==> src/rtl/pidc_pkg.sv <==
package pidc_pkg;

  // ****************************************************************
  // register map
  // ****************************************************************
  localparam logic [7:0]  OFF_CTRL   = 8'h00;
  localparam logic [7:0]  OFF_GAIN   = 8'h04;
  localparam logic [7:0]  OFF_ITIME  = 8'h08;
  localparam logic [7:0]  OFF_DTIME  = 8'h0c;
  localparam logic [7:0]  OFF_FTIME  = 8'h10;
  localparam logic [7:0]  OFF_CMD    = 8'h14;
  localparam logic [7:0]  OFF_FBK    = 8'h18;
  localparam logic [7:0]  OFF_DEV    = 8'h1c;
  localparam logic [7:0]  OFF_MV     = 8'h20;
  localparam int          CTRL_EN    = 0;
  localparam int          CTRL_BIP   = 1;

  // ****************************************************************
  // reset values and setting limits
  // ****************************************************************
  localparam logic [1:0]  CTRL_RST   = 2'h0;
  localparam logic [15:0] GAIN_RST   = 16'h03e8;
  localparam logic [15:0] TIME_RST   = 16'h0000;
  localparam logic [15:0] GAIN_MAX   = 16'h7530;
  localparam logic [15:0] ITIME_MAX  = 16'h8ca0;
  localparam logic [15:0] DTIME_MAX  = 16'hea60;
  localparam logic [15:0] FTIME_MAX  = 16'h2328;
  localparam logic [15:0] PCT_FULL   = 16'h4000;
  localparam logic [31:0] GAIN_DEN   = 32'h0000_03e8;
  localparam logic [31:0] TENTH_MS   = 32'h0000_0064;
  localparam logic [31:0] HUND_MS    = 32'h0000_000a;

  // ****************************************************************
  // timing
  // ****************************************************************
  localparam int          CLK_FREQ_KHZ   = 200000;
  localparam int          SAMPLE_TIME_MS = 1;
  localparam int          SAMPLE_CYCLES  = SAMPLE_TIME_MS * CLK_FREQ_KHZ;
  localparam logic [31:0] SAMPLE_MS      = 32'(SAMPLE_TIME_MS);
  localparam int          DIV_STEPS      = 48;

  // ****************************************************************
  // state
  // ****************************************************************
  typedef enum logic [2:0] {
    ST_IDLE, ST_FILT, ST_DEV, ST_PROP, ST_INT, ST_DLAUNCH, ST_DER, ST_SUM
  } pidc_state_t;

  typedef struct packed {
    pidc_state_t        st;
    logic [31:0]        tick_cnt;
    logic [1:0]         ctrl;
    logic [15:0]        kp;
    logic [15:0]        ti;
    logic [15:0]        td;
    logic [15:0]        tf;
    logic signed [15:0] cmd;
    logic [15:0]        fb_m;
    logic [15:0]        fb_s;
    logic signed [31:0] fb_acc;
    logic signed [17:0] dev;
    logic signed [23:0] prop;
    logic signed [23:0] prop_prev;
    logic signed [39:0] integ;
    logic signed [23:0] deriv;
    logic signed [15:0] mv;
    logic               div_go;
    logic               div_neg;
    logic [47:0]        div_num;
    logic [31:0]        div_den;
    logic               pready;
    logic               pslverr;
    logic [31:0]        prdata;
  } pidc_core_t;

  typedef struct packed {
    logic        busy;
    logic        done;
    logic [5:0]  cnt;
    logic [32:0] rem;
    logic [47:0] quot;
  } pidc_div_st_t;

endpackage : pidc_pkg

==> src/rtl/pidc_divider.sv <==
`timescale 1ns/1ps
`default_nettype none

module pidc_divider (
  // clock and reset
  input  wire logic        i_ref_clk,
  input  wire logic        i_rst_n,
  // request
  input  wire logic        i_start,
  input  wire logic [47:0] i_num,
  input  wire logic [31:0] i_den,
  // answer
  output logic             o_done,
  output logic [47:0]      o_quot
);

  // ****************************************************************
  // restoring divider, one quotient bit per clock
  // ****************************************************************
  // den must stay stable while busy; the caller holds it in a register
  pidc_pkg::pidc_div_st_t s;
  pidc_pkg::pidc_div_st_t next_s;

  always_comb begin
    logic [32:0] sh;
    sh = {s.rem[31:0], s.quot[47]};
    next_s = s;
    next_s.done = 1'b0;
    if (!s.busy) begin
      if (i_start) begin
        next_s.busy = 1'b1;
        next_s.cnt  = 6'h00;
        next_s.rem  = 33'h0;
        next_s.quot = i_num;
      end
    end else begin
      next_s.quot = {s.quot[46:0], 1'b0};
      if (sh >= {1'b0, i_den}) begin
        next_s.rem     = sh - {1'b0, i_den};
        next_s.quot[0] = 1'b1;
      end else begin
        next_s.rem = sh;
      end
      next_s.cnt = s.cnt + 6'h01;
      if (s.cnt == 6'(pidc_pkg::DIV_STEPS - 1)) begin
        next_s.busy = 1'b0;
        next_s.done = 1'b1;
      end
    end
  end

  always_ff @(posedge i_ref_clk or negedge i_rst_n) begin
    if (!i_rst_n) begin
      s <= '0;
    end else begin
      s <= next_s;
    end
  end

  assign o_done = s.done;
  assign o_quot = s.quot;

endmodule : pidc_divider

`default_nettype wire

==> src/rtl/pidc_controller.sv <==
`timescale 1ns/1ps
`default_nettype none

// Overview of operation
// RL1: gain 0 to 30 times scales deviation
// RL2: proportional term follows present deviation linearly
// RL3: integral time 0 to 3600 s
// RL4: zero integral time clears integral term
// RL5: integral accumulates deviation each sample
// RL6: derivative time 0 to 600 s
// RL7: zero derivative time removes derivative term
// RL8: derivative follows deviation change times time
// RL9: output sums proportional, integral, derivative terms
// RL10: feedback filter time 0 to 900 s
// RL11: first-order low-pass on feedback before deviation
// RL12: bipolar feedback spans minus to plus full
// RL13: unipolar feedback spans zero to full
// RL14: operator sets dancer reference near midpoint
// RL15: operator uses input filters for fine filtering
// RL16: deviation is command minus filtered feedback
// RL17: output and integral saturate, never wrap
module pidc_controller #(
  parameter int SAMPLE_CYCLES = pidc_pkg::SAMPLE_CYCLES
) (
  // clock and reset
  input  wire logic        i_ref_clk,
  input  wire logic        i_rst_n,
  // apb slave
  input  wire logic        i_psel,
  input  wire logic        i_penable,
  input  wire logic        i_pwrite,
  input  wire logic [7:0]  i_paddr,
  input  wire logic [31:0] i_pwdata,
  output logic [31:0]      o_prdata,
  output logic             o_pready,
  output logic             o_pslverr,
  // feedback sensor, q14 percent, asynchronous
  input  wire logic [15:0] i_feedback,
  // frequency reference
  output logic [15:0]      o_manipulated_value
);

  // ****************************************************************
  // helpers
  // ****************************************************************
  function automatic logic [15:0] clamp16(input logic [31:0] x, input logic [15:0] lim);
    clamp16 = (x > {16'h0, lim}) ? lim : x[15:0];
  endfunction : clamp16

  function automatic logic signed [47:0] sat48(input logic signed [47:0] x,
                                               input logic signed [47:0] lim);
    if (x > lim) begin
      sat48 = lim;
    end else if (x < -lim) begin
      sat48 = -lim;
    end else begin
      sat48 = x;
    end
  endfunction : sat48

  function automatic logic [47:0] mag48(input logic signed [47:0] x);
    mag48 = x[47] ? 48'(-x) : 48'(x);
  endfunction : mag48

  function automatic logic mapped(input logic [7:0] a);
    mapped = (a[1:0] == 2'h0) && (a <= pidc_pkg::OFF_MV);
  endfunction : mapped

  // ****************************************************************
  // state and shared signals
  // ****************************************************************
  localparam logic signed [47:0] LIM16  = 48'sh0000_0000_7fff;
  localparam logic signed [47:0] LIM24  = 48'sh0000_007f_ffff;
  localparam logic signed [47:0] LIMINT = 48'sh0000_7fff_0000;

  pidc_pkg::pidc_core_t s;
  pidc_pkg::pidc_core_t next_s;

  logic               div_done;
  logic [47:0]        div_quot;
  logic signed [47:0] div_q;
  logic signed [15:0] fb_in;
  logic               tick;
  logic               xfer;
  logic signed [47:0] mv_sum;

  assign div_q  = s.div_neg ? -$signed(div_quot) : $signed(div_quot);
  assign tick   = (s.tick_cnt == 32'(SAMPLE_CYCLES - 1));
  assign xfer   = i_psel && i_penable && s.pready;
  assign mv_sum = 48'(s.prop) + 48'(s.integ >>> 16) + 48'(s.deriv);

  // sensor range limits: a unipolar sensor never reads below zero
  always_comb begin
    logic signed [15:0] raw;
    raw = $signed(s.fb_s);
    if (raw > $signed(pidc_pkg::PCT_FULL)) begin
      fb_in = $signed(pidc_pkg::PCT_FULL);                         // [RL12] [RL13]
    end else if (s.ctrl[pidc_pkg::CTRL_BIP] && raw < -$signed(pidc_pkg::PCT_FULL)) begin
      fb_in = -$signed(pidc_pkg::PCT_FULL);                        // [RL12]
    end else if (!s.ctrl[pidc_pkg::CTRL_BIP] && raw[15]) begin
      fb_in = 16'sh0000;                                           // [RL13]
    end else begin
      fb_in = raw;
    end
  end

  // ****************************************************************
  // next state
  // ****************************************************************
  always_comb begin
    logic signed [47:0] diff;
    logic signed [47:0] pnew;
    logic signed [17:0] dnew;
    diff   = 48'sh0;
    pnew   = 48'sh0;
    dnew   = 18'sh0;
    next_s = s;
    next_s.div_go = 1'b0;
    next_s.fb_m   = i_feedback;
    next_s.fb_s   = s.fb_m;
    next_s.tick_cnt = tick ? 32'h0 : s.tick_cnt + 32'h1;

    // apb: answer prepared in setup, access completes with no wait
    if (i_psel && !i_penable) begin
      next_s.pready  = 1'b1;
      next_s.pslverr = !mapped(i_paddr);
      case (i_paddr)
        pidc_pkg::OFF_CTRL:  next_s.prdata = {30'h0, s.ctrl};
        pidc_pkg::OFF_GAIN:  next_s.prdata = {16'h0, s.kp};
        pidc_pkg::OFF_ITIME: next_s.prdata = {16'h0, s.ti};
        pidc_pkg::OFF_DTIME: next_s.prdata = {16'h0, s.td};
        pidc_pkg::OFF_FTIME: next_s.prdata = {16'h0, s.tf};
        pidc_pkg::OFF_CMD:   next_s.prdata = 32'(s.cmd);
        pidc_pkg::OFF_FBK:   next_s.prdata = 32'(s.fb_acc >>> 16);
        pidc_pkg::OFF_DEV:   next_s.prdata = 32'(s.dev);
        pidc_pkg::OFF_MV:    next_s.prdata = 32'(s.mv);
        default:             next_s.prdata = 32'h0;
      endcase
    end else if (xfer) begin
      next_s.pready  = 1'b0;
      next_s.pslverr = 1'b0;
      if (i_pwrite) begin
        case (i_paddr)
          pidc_pkg::OFF_CTRL:  next_s.ctrl = i_pwdata[1:0];
          pidc_pkg::OFF_GAIN:  next_s.kp = clamp16(i_pwdata, pidc_pkg::GAIN_MAX);   // [RL1]
          pidc_pkg::OFF_ITIME: next_s.ti = clamp16(i_pwdata, pidc_pkg::ITIME_MAX);  // [RL3]
          pidc_pkg::OFF_DTIME: next_s.td = clamp16(i_pwdata, pidc_pkg::DTIME_MAX);  // [RL6]
          pidc_pkg::OFF_FTIME: next_s.tf = clamp16(i_pwdata, pidc_pkg::FTIME_MAX);  // [RL10]
          pidc_pkg::OFF_CMD:   next_s.cmd = $signed(i_pwdata[15:0]);
          default:             next_s.ctrl = s.ctrl;
        endcase
      end
    end

    // ****************************************************************
    // one pass per sample; each division takes the shared divider
    // ****************************************************************
    case (s.st)
      pidc_pkg::ST_IDLE: begin
        if (tick && s.ctrl[pidc_pkg::CTRL_EN]) begin
          if (s.tf == 16'h0) begin
            next_s.fb_acc = {fb_in, 16'h0};                       // [RL11]
            next_s.st     = pidc_pkg::ST_DEV;
          end else begin
            // y += (x - y) * ts / tf, kept with 16 fraction bits
            // widen as signed so a negative bipolar reading keeps its sign
            diff = 48'($signed({fb_in, 16'h0})) - 48'(s.fb_acc);  // [RL11]
            next_s.div_go  = 1'b1;
            next_s.div_neg = diff[47];
            next_s.div_num = 48'(mag48(diff) * pidc_pkg::SAMPLE_MS);
            next_s.div_den = 32'(s.tf) * pidc_pkg::TENTH_MS;      // [RL10]
            next_s.st      = pidc_pkg::ST_FILT;
          end
        end
      end
      pidc_pkg::ST_FILT: begin
        if (div_done) begin
          next_s.fb_acc = s.fb_acc + 32'(div_q);                  // [RL11]
          next_s.st     = pidc_pkg::ST_DEV;
        end
      end
      pidc_pkg::ST_DEV: begin
        dnew = 18'(s.cmd) - 18'(s.fb_acc >>> 16);                 // [RL16]
        next_s.dev     = dnew;
        next_s.div_go  = 1'b1;
        next_s.div_neg = dnew[17];
        next_s.div_num = mag48(48'(dnew)) * 48'(s.kp);            // [RL1] [RL2]
        next_s.div_den = pidc_pkg::GAIN_DEN;
        next_s.st      = pidc_pkg::ST_PROP;
      end
      pidc_pkg::ST_PROP: begin
        if (div_done) begin
          pnew = sat48(div_q, LIM24);                             // [RL2]
          next_s.prop      = 24'(pnew);
          next_s.prop_prev = s.prop;
          if (s.ti != 16'h0) begin
            // integral step = kp * e * ts / ti
            next_s.div_go  = 1'b1;
            next_s.div_neg = pnew[47];
            next_s.div_num = 48'({mag48(pnew), 16'h0} * pidc_pkg::SAMPLE_MS);   // [RL5]
            next_s.div_den = 32'(s.ti) * pidc_pkg::TENTH_MS;      // [RL3]
            next_s.st      = pidc_pkg::ST_INT;
          end else begin
            next_s.st = pidc_pkg::ST_DLAUNCH;
          end
        end
      end
      pidc_pkg::ST_INT: begin
        if (div_done) begin
          next_s.integ = 40'(sat48(48'(s.integ) + div_q, LIMINT)); // [RL5] [RL17]
          next_s.st    = pidc_pkg::ST_DLAUNCH;
        end
      end
      pidc_pkg::ST_DLAUNCH: begin
        if (s.td != 16'h0) begin
          // derivative = kp * de * td / ts
          diff = 48'(s.prop) - 48'(s.prop_prev);                  // [RL8]
          next_s.div_go  = 1'b1;
          next_s.div_neg = diff[47];
          next_s.div_num = 48'(mag48(diff) * 48'(s.td) * 48'(pidc_pkg::HUND_MS)); // [RL6]
          next_s.div_den = pidc_pkg::SAMPLE_MS;
          next_s.st      = pidc_pkg::ST_DER;
        end else begin
          next_s.deriv = 24'sh0;                                  // [RL7]
          next_s.st    = pidc_pkg::ST_SUM;
        end
      end
      pidc_pkg::ST_DER: begin
        if (div_done) begin
          next_s.deriv = 24'(sat48(div_q, LIM24));                // [RL8] [RL17]
          next_s.st    = pidc_pkg::ST_SUM;
        end
      end
      pidc_pkg::ST_SUM: begin
        next_s.mv = 16'(sat48(mv_sum, LIM16));                    // [RL9] [RL17]
        next_s.st = pidc_pkg::ST_IDLE;
      end
      default: begin
        next_s.st = pidc_pkg::ST_IDLE;
      end
    endcase

    // integral time of zero holds the integrator empty
    if (s.ti == 16'h0) begin
      next_s.integ = 40'sh0;                                      // [RL4]
    end
  end

  always_ff @(posedge i_ref_clk or negedge i_rst_n) begin
    if (!i_rst_n) begin
      s      <= '0;
      s.st   <= pidc_pkg::ST_IDLE;
      s.ctrl <= pidc_pkg::CTRL_RST;
      s.kp   <= pidc_pkg::GAIN_RST;
      s.ti   <= pidc_pkg::TIME_RST;
      s.td   <= pidc_pkg::TIME_RST;
      s.tf   <= pidc_pkg::TIME_RST;
    end else begin
      s <= next_s;
    end
  end

  // ****************************************************************
  // divider, shared by filter, gain, integral and derivative
  // ****************************************************************
  pidc_divider u_div (
    .i_ref_clk (i_ref_clk),
    .i_rst_n   (i_rst_n),
    .i_start   (s.div_go),
    .i_num     (s.div_num),
    .i_den     (s.div_den),
    .o_done    (div_done),
    .o_quot    (div_quot)
  );

  assign o_prdata            = s.prdata;
  assign o_pready            = s.pready;
  assign o_pslverr           = s.pslverr;
  assign o_manipulated_value = s.mv;
endmodule : pidc_controller

`default_nettype wire

==> config.mk <==
export PLATFORM = sky130hd
export DESIGN_NAME = pidc_controller
export DESIGN_NICKNAME = d
export VERILOG_FILES = /design/src/rtl/pidc_pkg.sv /design/src/rtl/pidc_divider.sv /design/src/rtl/pidc_controller.sv
export SDC_FILE = /design/constraint.sdc
export NUM_CORES = 2
export LEC_CHECK = 0
export BUFFER_PORTS_ARGS = -buffer_cell sky130_fd_sc_hd__buf_2
export CAP_MARGIN = 20
export CORE_AREA = 10 10 439 612
export CTS_BUF_LIST = sky130_fd_sc_hd__clkbuf_2
export CTS_CLUSTER_DIAMETER = 80
export DETAILED_ROUTE_END_ITERATION = 10
export DIE_AREA = 0 0 449 622
export PLACE_DENSITY = 0.41
export RECOVER_POWER = 25
export SYNTH_ARGS = -nofsm -noshare
export SYNTH_HDL_FRONTEND = slang
export SYNTH_SLANG_ARGS = --single-unit
==> constraint.sdc <==
create_clock -name i_ref_clk -period 27.4 [get_ports i_ref_clk]
set_input_delay 4.11 -clock i_ref_clk [delete_from_list [all_inputs] [get_ports i_ref_clk]]
set_output_delay 4.11 -clock i_ref_clk [all_outputs]
set_load 0.02 [all_outputs]
==> summary.txt <==
Run status
  • Outcome: finished, violations left
  • Failing checks: max-capacitance violations, max-slew violations

Global route
  • Vias in the first global route: ~67000
  • First-pass GRT wire length: roughly 430 mm
  • Initial antenna violation count: 8
  • Gr usage total: between 20 and 25%
  • Pin count of the biggest net entering global routing: 99
  • Gr ovfl total: 0

Timing
  • Worst-margin pin slew: between 6 and 7 ns
  • Final setup vio count: 0
  • Clock skew: roughly 0.17 ns
  • Fmax: 70.26 MHz
  • Final period util: between 50 and 60%
  • Crit path time final: ~14 ns
  • Relative slew slack: -305.5%
  • RSZ-0062 raised after global routing: false
  • Final Slew Violations: around 570
  • Worst setup margin: approximately 13 ns
  • Setup TNS: 0 ns
  • Fin. Hold Viols: 0

Place
  • Port Buffers: 110
  • GP Congestion: just over 0.9
  • DP HPWL: 233.0 mm
  • Setup slack after placement: 13.45 ns

Critical path
  • Worst Path Arrival: ~16 ns
  • Crit. End Element: register
  • Worst Setup Start Kind: register
  • Worst path most repeated cell: fa_1
  • Worst Path Required: 28.76 ns
  • CP max stage delay: roughly 0.9 ns
  • Reg2reg setup slack: ~13 ns
  • Crit Path Category: register to register
  • Crit Path Max Fanout: 16
  • Critical-path top delay cell: xor2_2

Floorplanning
  • Initial Utilization: roughly 30%
  • Die Footprint: 279300 µm²
  • Die Height: 622 µm
  • Die W: about 450 µm
  • Core area: between 200000 and 300000 µm²
  • Cell Rows: roughly 220
  • I/O pins: 111

Final layout
  • Final #Nets: ~11000
  • Share of cells above drive strength 1: between 6 and 7%
  • Area Growth Syn to Fin: 10.11%

Clocking
  • Clk buf depth: 3
  • Root Buffer: clkbuf_2
  • Worst-Skew Late Latency: about 1.7 ns
  • TritonCTS Buffers: 151
  • Resize count post-CTS: 0
  • Num Clock Sinks: 505
  • Clock Pin Slew Worst Setup and Hold Paths: about 0.11 ns
  • Post-CTS Setup Bufs: 0
  • Hold_buf cts: 0
  • H-tree lvl count: 4
  • TritonCTS clock tree: built

Run
  • Max Cap Viol: 9

Route
  • Vias: 63179
  • Routed vias/inst: 4.934
  • Residual DRC: 0
  • Final Routed Wirelength: 285.4 mm
  • Initial DRT Pass Iterations: 6
  • Antenna viol nets, final: 0
  • DR iter-0 viols: approximately 3800
  • Wire per inst: 22.29 µm

Synthesis
  • Share of synthesized flip-flops with an asynchronous set or reset: 100.0%
  • Synth Flop Type: dfrtp_1
  • Synth Cell Area: between 70000 and 80000 µm²
  • Yosys Warn Count: 0
  • Post-synth top area cell: fa_1
  • #FFs+latches synth: roughly 510
  • Yosys cell types: 96
  • Mean post-synth cell area: approximately 8.9 µm²
  • Synth area leaders: fa_1 29%, dfrtp_1 16%, ha_1 9.0%
  • EDFF count, synth: 0
  • Yosys top cell area share: between 20% and 30%
  • Synth Instances: 8663
  • Sequential cell area fraction in the yosys report: 16.48%

Min path
  • Hold Crit Class: register to register
## through the flow
stage               hold WS, ns  util [%]  cell area, µm²  instances
floorplan                0.3312         -           78860       9234
global placement         0.3344     32.25           83110      12522
detailed placement       0.3347     32.25           83120      12524
CTS                      0.3579     32.78           84470      12791
global route             0.3621     32.77           84450      12800
finish                   0.3557     32.78           84470      12806
## logic make-up after synthesis
logic type / count (synthesis) / synth area share (%)
DFF: 505 / 16.48
buffers and inverters: 1765 / 8.934
and+or+nand+nor: 2422 / 15.38
muxes: 110 / 1.515
other: 2 / 0.009790
xor gates and xnor gates: 482 / 5.539
AOI/OAI and AO/OA: 1734 / 14.65
adders and majority gates: 1643 / 37.49
## flip-flops by register name, indices dropped and copies added, names as in the netlist
| register | flops |
|---|---|
| s | 366 |
| u_div.o_quot | 48 |
| u_div.s | 39 |
| o_prdata | 17 |
| next_s | 16 |
| o_manipulated_value | 16 |
| o_pready | 1 |
| o_pslverr | 1 |
| u_div.o_done | 1 |
## worst paths after layout
check / startpoint / end / depth (start not counted)
max in group asynchronous: i_rst_n / s[236]$_DFFE_PN0P_ / 4
min in group asynchronous: i_rst_n / s[195]$_DFFE_PN0P_ / 1
hold reg to reg: next_s[295]$_DFF_PN0_ / s[295]$_DFF_PN0_ / 0
setup / recovery: s[220]$_DFFE_PN0P_ / s[107]$_DFFE_PN0P_ / 47
hold / removal: next_s[295]$_DFF_PN0_ / s[295]$_DFF_PN0_ / 0
setup reg to reg: s[220]$_DFFE_PN0P_ / s[107]$_DFFE_PN0P_ / 47
## cells in the mapped netlist, drive strengths merged, types with 25 or more instances
master / number
nor2b: 92
o21ai: 439
nor4: 65
o21a: 55
xor2: 165
nor3: 139
a22oi: 80
inv: 1361
xnor2: 315
a221oi: 27
clkbuf: 315
fa: 1093
or4: 27
a21boi: 25
mux2i: 61
mux2: 49
o21bai: 38
dfrtp: 499
nand2: 893
ha: 550
o211ai: 37
o31ai: 48
a31oi: 54
a21oi: 411
and2: 266
nand3: 111
nor3b: 36
nand4: 67
a21o: 190
a41oi: 26
nor2: 441
and3: 57
nand2b: 83
buf: 89
a22o: 44
or3: 63
a211oi: 58
## cell type report
type                    count  area [µm²]
clock buffers             201        1006
repair buffers            241        1501
clock inverters            66       337.8
multi-input cells        6964       59510
fillers                 27562      173200
diodes                     12       30.03
well taps                3456        4324
flip-flops and latches    505       12650
inverters                1361        5109
## layout by cell type (no fill, tap or decap), drive strengths merged, types with 38 or more instances in the layout
cell type	synthesis	layout
mux2	49	49
conb	2	573
o31ai	48	48
xor2	165	165
nand2	893	893
buf	89	232
mux2i	61	61
nor3	139	139
clkinv	0	55
and3	57	57
nor4	65	65
a22oi	80	80
nand4	67	67
o21ai	439	439
and2	266	266
dfrtp	499	499
nand3	111	111
a31oi	54	54
inv	1361	1367
or3	63	63
clkbuf	315	210
o21bai	38	38
a21o	190	190
fa	1093	1093
nand2b	83	83
ha	550	550
xnor2	315	315
a22o	44	44
a21oi	411	411
nor2b	92	92
nor2	441	441
o21a	55	55
a211oi	58	58
## layer usage
layer  part of all wire (%)  GRT usage, %  routed length, µm
met1                     39         23.48             110300
met2                     51         36.41             145400
met3                    3.8         2.235              10850
met4                    6.6         11.00              18860
met5                      0             0                  0
## critical path, delay by kind of cell, from the launching register on
| kind | cells | cell delay, ns |
|---|---|---|
| adders and majority gates | 11 | 4.70 |
| and+or+nand+nor | 15 | 3.43 |
| AOI/OAI and AO/OA | 13 | 3.36 |
| xor gates and xnor gates | 4 | 1.79 |
| DFF | 1 | 0.40 |
| buffers and inverters | 4 | 0.23 |
Power is left out: the tool's default activity adds up to more than one toggle a clock period on the data nets, which glitch-free logic cannot reach.
